[src/include/boot_sel_pkg.sv]
// Purpose: Shared constants for boot-time host interface selection.
// Assumes: 40 MHz clock, 16-bit register data on the plain register port.
// Notes: Register offsets are word indices on the plain register port.
package boot_sel_pkg;
    // ----------------------------------------------------------------
    // Clock and timing
    // ----------------------------------------------------------------
    localparam int unsigned CLK_HZ = 40000000;
    localparam int unsigned MIN_RATE_BPS = 57600;
    localparam int unsigned MAX_RATE_BPS = 115200;
    // Longest legal bit time in cycles, rounded up.
    localparam logic [15:0] MAX_BIT_CYC = 16'((CLK_HZ + MIN_RATE_BPS - 1) / MIN_RATE_BPS);
    // Shortest legal bit time in cycles, rounded down.
    localparam logic [15:0] MIN_BIT_CYC = 16'(CLK_HZ / MAX_RATE_BPS);
    // Runs of this many cycles or fewer are treated as line glitches.
    localparam logic [15:0] GLITCH_CYC = 16'h0008;
    // Number of line edges gathered before the rate is trusted.
    localparam logic [7:0] AUTOBAUD_EDGES = 8'h18;
    // Rate key unit: rate = key * 1e6 / 4096, so period = CLK_HZ*4096/(key*1e6).
    localparam logic [31:0] RATE_KEY_NUM = 32'((CLK_HZ / 1000000) * 4096);
    // ----------------------------------------------------------------
    // Register map
    // ----------------------------------------------------------------
    localparam logic [3:0] REG_STATUS = 4'h0;
    localparam logic [3:0] REG_KEY_SEL = 4'h1;
    localparam logic [3:0] REG_KEY_VAL = 4'h2;
    localparam logic [3:0] REG_CONTROL = 4'h3;
    localparam logic [3:0] REG_RX_DATA = 4'h4;
    localparam logic [3:0] REG_TX_DATA = 4'h5;
    localparam logic [3:0] REG_BIT_PERIOD = 4'h6;
    localparam logic [3:0] REG_KEY_NUM = 4'hf;
    localparam int unsigned CTRL_WARM_RESET = 0;
    // ----------------------------------------------------------------
    // Persistent store keys and values
    // ----------------------------------------------------------------
    localparam logic [15:0] KEY_DEV_ADDR = 16'h0001;
    localparam logic [15:0] KEY_UART_RATE = 16'h01be;
    localparam logic [15:0] KEY_XTAL = 16'h01fe;
    localparam logic [15:0] KEY_VM_DISABLE = 16'h025d;
    localparam logic [15:0] KEY_HOST_IF = 16'h01f9;
    localparam logic [15:0] RST_UART_RATE = 16'h01d8;
    localparam logic [15:0] RST_XTAL = 16'h6590;
    localparam logic [15:0] RST_VM_DISABLE = 16'h0001;
    localparam logic [15:0] RST_HOST_IF = 16'h0001;
    localparam logic [15:0] HIF_RELIABLE = 16'h0001;
    localparam logic [15:0] HIF_H4 = 16'h0003;
    localparam logic [15:0] HIF_H5 = 16'h0006;
    localparam logic [15:0] HIF_H4_DEEP_SLEEP = 16'h0007;
    localparam int unsigned SLOT_RATE = 4;
    localparam int unsigned SLOT_HOST_IF = 5;
    localparam int unsigned SLOT_XTAL = 6;
    localparam int unsigned SLOT_VM = 7;
    // ----------------------------------------------------------------
    // Protocol codes (strap order: bit1, bit0)
    // ----------------------------------------------------------------
    typedef enum logic [1:0] {
        PROTO_RELIABLE = 2'h0,
        PROTO_H4 = 2'h1,
        PROTO_H4_DEEP_SLEEP = 2'h2,
        PROTO_H5 = 2'h3
    } proto_t;
endpackage

[src/hw/uart_char_rx.sv]
// Purpose: Receives one character: start, eight data bits LSB first, parity, stop.
// Assumes: Line input already synchronised; bit period given in clock cycles.
// Notes: Even parity is checked; a bad stop bit drops the character.
module uart_char_rx (
    input wire logic clk_in,
    input wire logic rst_n_in,
    input wire logic enable_in,
    input wire logic line_in,
    input wire logic [15:0] bit_period_in,
    output logic [7:0] data_out,
    output logic valid_out,
    output logic parity_err_out
);
    typedef enum logic [1:0] {RX_IDLE, RX_START, RX_BITS} rx_state_t;
    rx_state_t state;
    logic [15:0] timer;
    logic [3:0] bit_idx;
    logic [8:0] shift;

    always_ff @(posedge clk_in) begin
        valid_out <= 1'b0;
        if (!rst_n_in || !enable_in) begin
            state <= RX_IDLE;
            timer <= 16'h0000;
            bit_idx <= 4'h0;
            shift <= 9'h000;
            data_out <= 8'h00;
            parity_err_out <= 1'b0;
        end else begin
            case (state)
                RX_IDLE: begin
                    if (!line_in) begin
                        state <= RX_START;
                        timer <= {1'b0, bit_period_in[15:1]};
                    end
                end
                RX_START: begin
                    if (timer != 16'h0000) begin
                        timer <= timer - 16'h0001;
                    end else if (line_in) begin
                        state <= RX_IDLE;
                    end else begin
                        state <= RX_BITS;
                        // Reload one short so that samples are exactly one bit apart.
                        timer <= bit_period_in - 16'h0001;
                        bit_idx <= 4'h0;
                    end
                end
                RX_BITS: begin
                    if (timer != 16'h0000) begin
                        timer <= timer - 16'h0001;
                    end else if (bit_idx == 4'h9) begin
                        // Stop bit sampled here.
                        state <= RX_IDLE;
                        if (line_in) begin
                            data_out <= shift[7:0];
                            parity_err_out <= ^shift;
                            valid_out <= 1'b1;
                        end
                    end else begin
                        shift <= {line_in, shift[8:1]};
                        bit_idx <= bit_idx + 4'h1;
                        timer <= bit_period_in - 16'h0001;
                    end
                end
                default: state <= RX_IDLE;
            endcase
        end
    end
endmodule

[src/hw/boot_host_interface_select.sv]
// Purpose: Boot strap sampling, host port choice, rate detection, key store, warm reset.
// Assumes: Straps and the serial receive line are asynchronous pins.
// Notes: Firmware reaches the key store and the serial port through the register port.
//
// What this block does
// - Sample the interface select strap once at boot; high SDIO, low UART.
// - In UART mode decode two protocol straps: 00 reliable, 01 H4, 10 H4DS, 11 H5.
// - Keep weak pull-ups on straps so open straps read as one.
// - Infer host rate from incoming traffic; stay silent until enough samples or a warm reset loads the stored rate.
// - Keys hold device address, UART rate (01d8 is 115200) and host interface.
// - Host interface key: 0001 reliable, 0003 H4, 0006 H5, 0007 H4DS.
// - Crystal key stays 6590 and VM disable key stays 0001.
// - New keys act only after warm reset, then reboot at the configured rate.
module boot_host_interface_select (
    input wire logic clk_in,
    input wire logic rst_n_in,
    input wire logic interface_select_strap_in,
    input wire logic proto_strap_bit1_in,
    input wire logic proto_strap_bit0_in,
    output logic strap_pullup_en_out,
    output logic sdio_enable_out,
    output logic uart_enable_out,
    output boot_sel_pkg::proto_t protocol_out,
    input wire logic uart_rx_in,
    output logic uart_tx_out,
    input wire logic [3:0] reg_addr_in,
    input wire logic [15:0] reg_wdata_in,
    input wire logic reg_wr_in,
    input wire logic reg_rd_in,
    output logic [15:0] reg_rdata_out
);
    import boot_sel_pkg::*;

    // ----------------------------------------------------------------
    // Pin synchronisers
    // ----------------------------------------------------------------
    logic [3:0] sync_a;
    logic [3:0] sync_b;
    always_ff @(posedge clk_in) begin
        if (!rst_n_in) begin
            sync_a <= 4'hf;
            sync_b <= 4'hf;
        end else begin
            sync_a <= {uart_rx_in, interface_select_strap_in,
                       proto_strap_bit1_in, proto_strap_bit0_in};
            sync_b <= sync_a;
        end
    end
    wire logic rx_line = sync_b[3];

    // Weak pull-ups stay on so that an open strap reads high.
    assign strap_pullup_en_out = 1'b1;

    // ----------------------------------------------------------------
    // Boot strap capture
    // ----------------------------------------------------------------
    logic [1:0] boot_wait;
    logic strapped;
    logic warm_reset;
    logic sdio_mode;
    proto_t protocol;
    logic [15:0] hif_key;

    function automatic proto_t hif_to_proto(input logic [15:0] key);
        case (key)
            HIF_H4: hif_to_proto = PROTO_H4;
            HIF_H5: hif_to_proto = PROTO_H5;
            HIF_H4_DEEP_SLEEP: hif_to_proto = PROTO_H4_DEEP_SLEEP;
            default: hif_to_proto = PROTO_RELIABLE;
        endcase
    endfunction

    // The strap is taken once the synchroniser has filled after reset.
    always_ff @(posedge clk_in) begin
        if (!rst_n_in) begin
            boot_wait <= 2'h0;
            strapped <= 1'b0;
            sdio_mode <= 1'b0;
            protocol <= PROTO_RELIABLE;
        end else if (!strapped) begin
            if (boot_wait == 2'h3) begin
                strapped <= 1'b1;
                sdio_mode <= sync_b[2];
                protocol <= proto_t'(sync_b[1:0]);
            end else begin
                boot_wait <= boot_wait + 2'h1;
            end
        end else if (warm_reset) begin
            protocol <= hif_to_proto(hif_key);
        end
    end

    assign sdio_enable_out = strapped && sdio_mode;
    assign uart_enable_out = strapped && !sdio_mode;
    assign protocol_out = protocol;

    // ----------------------------------------------------------------
    // Rate detection
    // ----------------------------------------------------------------
    logic rx_prev;
    logic [15:0] run_len;
    logic [15:0] min_run;
    logic [7:0] edge_count;
    logic locked;
    logic [15:0] bit_period;
    logic [15:0] rate_key;
    wire logic line_edge = rx_line != rx_prev;

    function automatic logic [15:0] rate_to_period(input logic [15:0] key);
        logic [31:0] q;
        q = 32'h0000_0000;
        if (key != 16'h0000) begin
            q = RATE_KEY_NUM / {16'h0000, key};
        end
        rate_to_period = (q[31:16] != 16'h0000) ? 16'hffff : q[15:0];
    endfunction

    always_ff @(posedge clk_in) begin
        if (!rst_n_in) begin
            rx_prev <= 1'b1;
            run_len <= 16'h0000;
            min_run <= 16'hffff;
            edge_count <= 8'h00;
            locked <= 1'b0;
            bit_period <= MAX_BIT_CYC;
        end else begin
            rx_prev <= rx_line;
            if (warm_reset) begin
                // Reboot switches straight to the stored rate.
                bit_period <= rate_to_period(rate_key);
                locked <= 1'b1;
            end else if (uart_enable_out && !locked) begin
                if (line_edge) begin
                    run_len <= 16'h0000;
                    if (run_len >= GLITCH_CYC) begin
                        edge_count <= edge_count + 8'h01;
                        if (run_len < min_run) begin
                            min_run <= run_len;
                        end
                    end
                end else if (run_len != 16'hffff) begin
                    run_len <= run_len + 16'h0001;
                end
                // Enough samples: the shortest run is one bit time.
                if (edge_count >= AUTOBAUD_EDGES) begin
                    locked <= 1'b1;
                    bit_period <= min_run + 16'h0001;
                end
            end
        end
    end

    // ----------------------------------------------------------------
    // Receiver
    // ----------------------------------------------------------------
    logic [7:0] rx_data;
    logic rx_valid;
    logic rx_perr;
    uart_char_rx u_rx (
        .clk_in(clk_in),
        .rst_n_in(rst_n_in),
        .enable_in(locked && uart_enable_out),
        .line_in(rx_line),
        .bit_period_in(bit_period),
        .data_out(rx_data),
        .valid_out(rx_valid),
        .parity_err_out(rx_perr)
    );

    // ----------------------------------------------------------------
    // Transmitter
    // ----------------------------------------------------------------
    logic [10:0] tx_shift;
    logic [3:0] tx_bits;
    logic [15:0] tx_timer;
    logic tx_start;
    logic [7:0] tx_byte;
    wire logic tx_busy = tx_bits != 4'h0;

    // Nothing leaves the device until the rate is locked.
    always_ff @(posedge clk_in) begin
        if (!rst_n_in || warm_reset) begin
            tx_shift <= 11'h7ff;
            tx_bits <= 4'h0;
            tx_timer <= 16'h0000;
        end else if (tx_start && !tx_busy && locked && uart_enable_out) begin
            tx_shift <= {1'b1, ^tx_byte, tx_byte, 1'b0};
            tx_bits <= 4'hb;
            tx_timer <= bit_period;
        end else if (tx_busy) begin
            if (tx_timer == 16'h0001 || tx_timer == 16'h0000) begin
                tx_shift <= {1'b1, tx_shift[10:1]};
                tx_bits <= tx_bits - 4'h1;
                tx_timer <= bit_period;
            end else begin
                tx_timer <= tx_timer - 16'h0001;
            end
        end
    end
    assign uart_tx_out = tx_shift[0];

    // ----------------------------------------------------------------
    // Persistent store entries
    // ----------------------------------------------------------------
    logic [15:0] key_store [0:7];
    logic [17:0] key_sel;
    logic key_violation;

    // Slots 0..3 are the device address words; others one word each.
    function automatic logic [3:0] key_slot(input logic [17:0] sel);
        case (sel[15:0])
            KEY_DEV_ADDR: key_slot = {2'b10, sel[17:16]};
            KEY_UART_RATE: key_slot = 4'(8 + SLOT_RATE);
            KEY_HOST_IF: key_slot = 4'(8 + SLOT_HOST_IF);
            KEY_XTAL: key_slot = 4'(8 + SLOT_XTAL);
            KEY_VM_DISABLE: key_slot = 4'(8 + SLOT_VM);
            default: key_slot = 4'h0;
        endcase
    endfunction

    wire logic [3:0] sel_slot = key_slot(key_sel);
    wire logic key_wr = reg_wr_in && reg_addr_in == REG_KEY_VAL && sel_slot[3];
    wire logic fixed_key = sel_slot[2:0] == 3'(SLOT_XTAL) || sel_slot[2:0] == 3'(SLOT_VM);

    always_ff @(posedge clk_in) begin
        if (!rst_n_in) begin
            key_store[0] <= 16'h0000;
            key_store[1] <= 16'h0000;
            key_store[2] <= 16'h0000;
            key_store[3] <= 16'h0000;
            key_store[SLOT_RATE] <= RST_UART_RATE;
            key_store[SLOT_HOST_IF] <= RST_HOST_IF;
            key_store[SLOT_XTAL] <= RST_XTAL;
            key_store[SLOT_VM] <= RST_VM_DISABLE;
        end else if (key_wr && !fixed_key) begin
            key_store[sel_slot[2:0]] <= reg_wdata_in;
        end
    end
    assign rate_key = key_store[SLOT_RATE];
    assign hif_key = key_store[SLOT_HOST_IF];

    // ----------------------------------------------------------------
    // Register port
    // ----------------------------------------------------------------
    logic rx_full;
    logic rx_perr_flag;
    logic [7:0] rx_hold;

    assign warm_reset = reg_wr_in && reg_addr_in == REG_CONTROL
                        && reg_wdata_in[CTRL_WARM_RESET];
    assign tx_start = reg_wr_in && reg_addr_in == REG_TX_DATA;
    assign tx_byte = reg_wdata_in[7:0];

    always_ff @(posedge clk_in) begin
        if (!rst_n_in) begin
            key_sel <= 18'h00000;
        end else if (reg_wr_in && reg_addr_in == REG_KEY_SEL) begin
            key_sel <= {reg_wdata_in[1:0], key_sel[15:0]};
        end else if (reg_wr_in && reg_addr_in == REG_KEY_NUM) begin
            key_sel <= {key_sel[17:16], reg_wdata_in};
        end
    end

    // Writes that would change a fixed key are refused and flagged.
    always_ff @(posedge clk_in) begin
        if (!rst_n_in) begin
            key_violation <= 1'b0;
        end else if (key_wr && fixed_key) begin
            key_violation <= 1'b1;
        end else if (reg_rd_in && reg_addr_in == REG_STATUS) begin
            key_violation <= 1'b0;
        end
    end

    // A new character wins over a read that clears the flag.
    always_ff @(posedge clk_in) begin
        if (!rst_n_in) begin
            rx_full <= 1'b0;
            rx_perr_flag <= 1'b0;
            rx_hold <= 8'h00;
        end else if (rx_valid) begin
            rx_full <= 1'b1;
            rx_perr_flag <= rx_perr;
            rx_hold <= rx_data;
        end else if (reg_rd_in && reg_addr_in == REG_RX_DATA) begin
            rx_full <= 1'b0;
        end
    end

    always_ff @(posedge clk_in) begin
        if (!rst_n_in) begin
            reg_rdata_out <= 16'h0000;
        end else if (reg_rd_in) begin
            case (reg_addr_in)
                REG_STATUS: reg_rdata_out <= {6'h00, key_violation, tx_busy, rx_perr_flag,
                                              rx_full, locked, protocol, sdio_mode, strapped,
                                              uart_enable_out};
                REG_KEY_SEL: reg_rdata_out <= {14'h0000, key_sel[17:16]};
                REG_KEY_NUM: reg_rdata_out <= key_sel[15:0];
                REG_KEY_VAL: reg_rdata_out <= sel_slot[3] ? key_store[sel_slot[2:0]] : 16'h0000;
                REG_RX_DATA: reg_rdata_out <= {8'h00, rx_hold};
                REG_BIT_PERIOD: reg_rdata_out <= bit_period;
                default: reg_rdata_out <= 16'h0000;
            endcase
        end else begin
            reg_rdata_out <= 16'h0000;
        end
    end
endmodule

[config.mk]
export PLATFORM = sky130hd
export DESIGN_NAME = boot_host_interface_select
export DESIGN_NICKNAME = d
export VERILOG_FILES = /design/src/include/boot_sel_pkg.sv /design/src/hw/uart_char_rx.sv /design/src/hw/boot_host_interface_select.sv
export SDC_FILE = /design/constraint.sdc
export NUM_CORES = 1
export LEC_CHECK = 0
export ABC_AREA = 1
export CORE_UTILIZATION = 65
export DETAILED_ROUTE_END_ITERATION = 16
export DONT_BUFFER_PORTS = 1
export PLACE_DENSITY = 0.81
export SYNTH_ARGS = -nofsm -noshare
export SYNTH_HDL_FRONTEND = slang
export SYNTH_SLANG_ARGS = --single-unit
[constraint.sdc]
create_clock -name clk_in -period 99.7 [get_ports clk_in]
set_input_delay 19.94 -clock clk_in [delete_from_list [all_inputs] [get_ports clk_in]]
set_output_delay 19.94 -clock clk_in [all_outputs]
set_load 0.1 [all_outputs]
==> run metrics <==
Starting Density 0.661; initial antenna violation count 0; crit path time final 73.57 ns; crit path max fanout 35; Starting DRT DRC Count 4237; Final Hold Fails 0; Post-CTS Setup Repair Bufs 0; Setup crit start kind flip-flop; die width 250 microns; Rel. slew slack 0.173; critical path's most frequent cell nand2_1; routability cong. 0.981; leading area contributor after synthesis nand2_1; Synth warnings 0; first-pass GRT wire length 189000 microns; pin count of the biggest net entering global routing 70; # nets final 6514; critical path class flip-flop to flip-flop; final WL 119000 microns; global route overflow 0; Post-route DRC 0; Fin Setup TNS 0 ns; Leak 20.7 nW; Setup violations, final 0; CTS sink cnt 316; # IOs 50; critical path data arrival time 73.99 ns; Peak VDD IR 0.0369 mV; Layout Area Growth over Synthesis 4.06%; routed vias/inst 5.98; Worst Max-Slew Pin Slew 1.24 ns; CTS Root Cell clkbuf_16; Avg Inst Size Synth 6.52 sq um; post-CTS resize count 0; Clock transition at path regs 0.07 ns; clk_skew 0.0288 ns; hpwl dp 90800 microns; most frequent cells in the layout 1319 x nand2_1, 748 x inv_1, 545 x a21oi_1; Hold Path Class flip-flop to flip-flop; vias in the first global route 37000; fmax 13.6 MHz; Worst Path Required 100.12 ns; per-cell routed wire length 17.2 microns; Clock Tree Buf Depth 3; Netlist cell types 82; CTS Hold Bufs 0; ys async rst share 0; design area 0.0417 sq mm; number of flops mapped to enable cells by yosys 128; CP max stage cell o41ai_1; max-slew violation count 0; vias 41300; Tcrit/Tclk final 0.738; minimum hold slack 0.421 ns; htree depth 2; post-synthesis sequential area ratio 0.190; placed cell areas 0.0406 sq mm; FF+latch count, synth 316; diode count 0; Synth Instances 6141; Fill cells 5479; layout cells sized above 1 0.0732; max-cap viol count 0; Post-Syn Area 0.0400 sq mm; status completed; Worst setup EP type flip-flop; TritonRoute pass-1 iters 7; synth top area cells nand2_1 12%, ha_1 12%, edfxtp_1 9.6%; Die Y 250 microns; core region area 0.0606 sq mm; CTS buffer count 34; Total Routing Usage GR 0.366; post-synth top area share 0.124; post-route ant nets 0; DP Cell Count 6841; TritonCTS clock tree yes; Top delay family on crit path compound AO/OA/AOI/OAI gates; most common cell after layout, fill and taps aside nand2_1; P per Cell Area 19.9 mW/mm^2; row count 90; RSZ-0062 raised after global routing no; Die Area 0.0626 sq mm; Finished Layout Cells 6902; Util after Layout 0.688; Clk Latency, worst-skew pair 0.54 ns; port buffer count 0; R2R Setup Slk 26.13 ns; highest cell delay on the worst timing path 0.64 ns; WP buf/inv 61; top_reg_cell synth dfxtp_1
-- worst paths after layout --
path,from,end,depth (start not counted)
worst max register to register,key_store[4][1]$_SDFFCE_PN0P_,bit_period[0]$_SDFFE_PN1P_,421
worst min-delay path,sync_a[0]$_SDFF_PN1_,sync_b[0]$_SDFF_PN1_,1
worst min register to register,sync_a[0]$_SDFF_PN1_,sync_b[0]$_SDFF_PN1_,1
worst max-delay path,key_store[4][1]$_SDFFCE_PN0P_,bit_period[0]$_SDFFE_PN1P_,421
-- registers in the layout, summed over array words and instances (netlist names), 8 cells and up --
signal	flops
bit_period	16
edge_count	8
key_sel	18
key_store	128
min_run	16
reg_rdata_out	16
run_len	16
rx_hold	8
tx_shift	10
tx_timer	16
u_rx.data_out	8
u_rx.shift	9
u_rx.timer	16
-- layout make-up --
cell class	instances	area [sq um]	area share
multi-input cells	4911	28700	0.689
flip-flops and latches	316	7610	0.183
inverters	801	3020	0.0725
well taps	782	978	0.0235
clock buffers	48	943	0.0226
repair buffers	31	233	0.00559
clock inverters	13	170	0.00408
-- synthesized netlist by cell type, types with 59 or more instances --
| cell type | number |
|---|---|
| a21oi_1 | 546 |
| clkbuf_1 | 93 |
| dfxtp_1 | 188 |
| edfxtp_1 | 128 |
| ha_1 | 391 |
| inv_1 | 749 |
| nand2_1 | 1319 |
| nand2_2 | 84 |
| nand3_1 | 355 |
| nand3_2 | 59 |
| nand4_1 | 96 |
| nor2_1 | 507 |
| nor3_1 | 84 |
| o21ai_0 | 501 |
| xnor2_1 | 140 |
| xor2_1 | 215 |
-- where the power goes --
| part | switching, mW | internal, mW | total, mW |
|---|---|---|---|
| Clock | 0.0536 | 0.0748 | 0.128 |
| Combinational | 0.362 | 0.190 | 0.552 |
| Sequential | 0.00782 | 0.142 | 0.150 |
-- cells by family after synthesis --
family / count (synthesis) / synth area share
muxes: 2 / 0.000531
other: 2 / 0.000188
and+or+nand+nor: 2730 / 0.316
xor gates and xnor gates: 355 / 0.0776
adders and majority gates: 391 / 0.122
buffers and inverters: 945 / 0.0961
AOI/OAI and AO/OA: 1400 / 0.198
DFF: 316 / 0.190
-- through the flow --
step,setup WS (ns),power (mW)
after floorplan,32.44,0.592
after global placement,30.25,0.686
after detailed placement,27.34,0.694
after CTS,27.22,0.822
after global routing,18.11,0.900
final,26.13,0.831
-- metal layers --
layer  GRT usage  vias to the layer above  share of wire
met1       0.511                    18700           0.45
li1            -                    20600              -
met5           0                        -              0
met3      0.0460                      214          0.090
met2       0.590                     1755           0.44
met4       0.102                        0          0.026
Power figures use the tool's default switching activity.
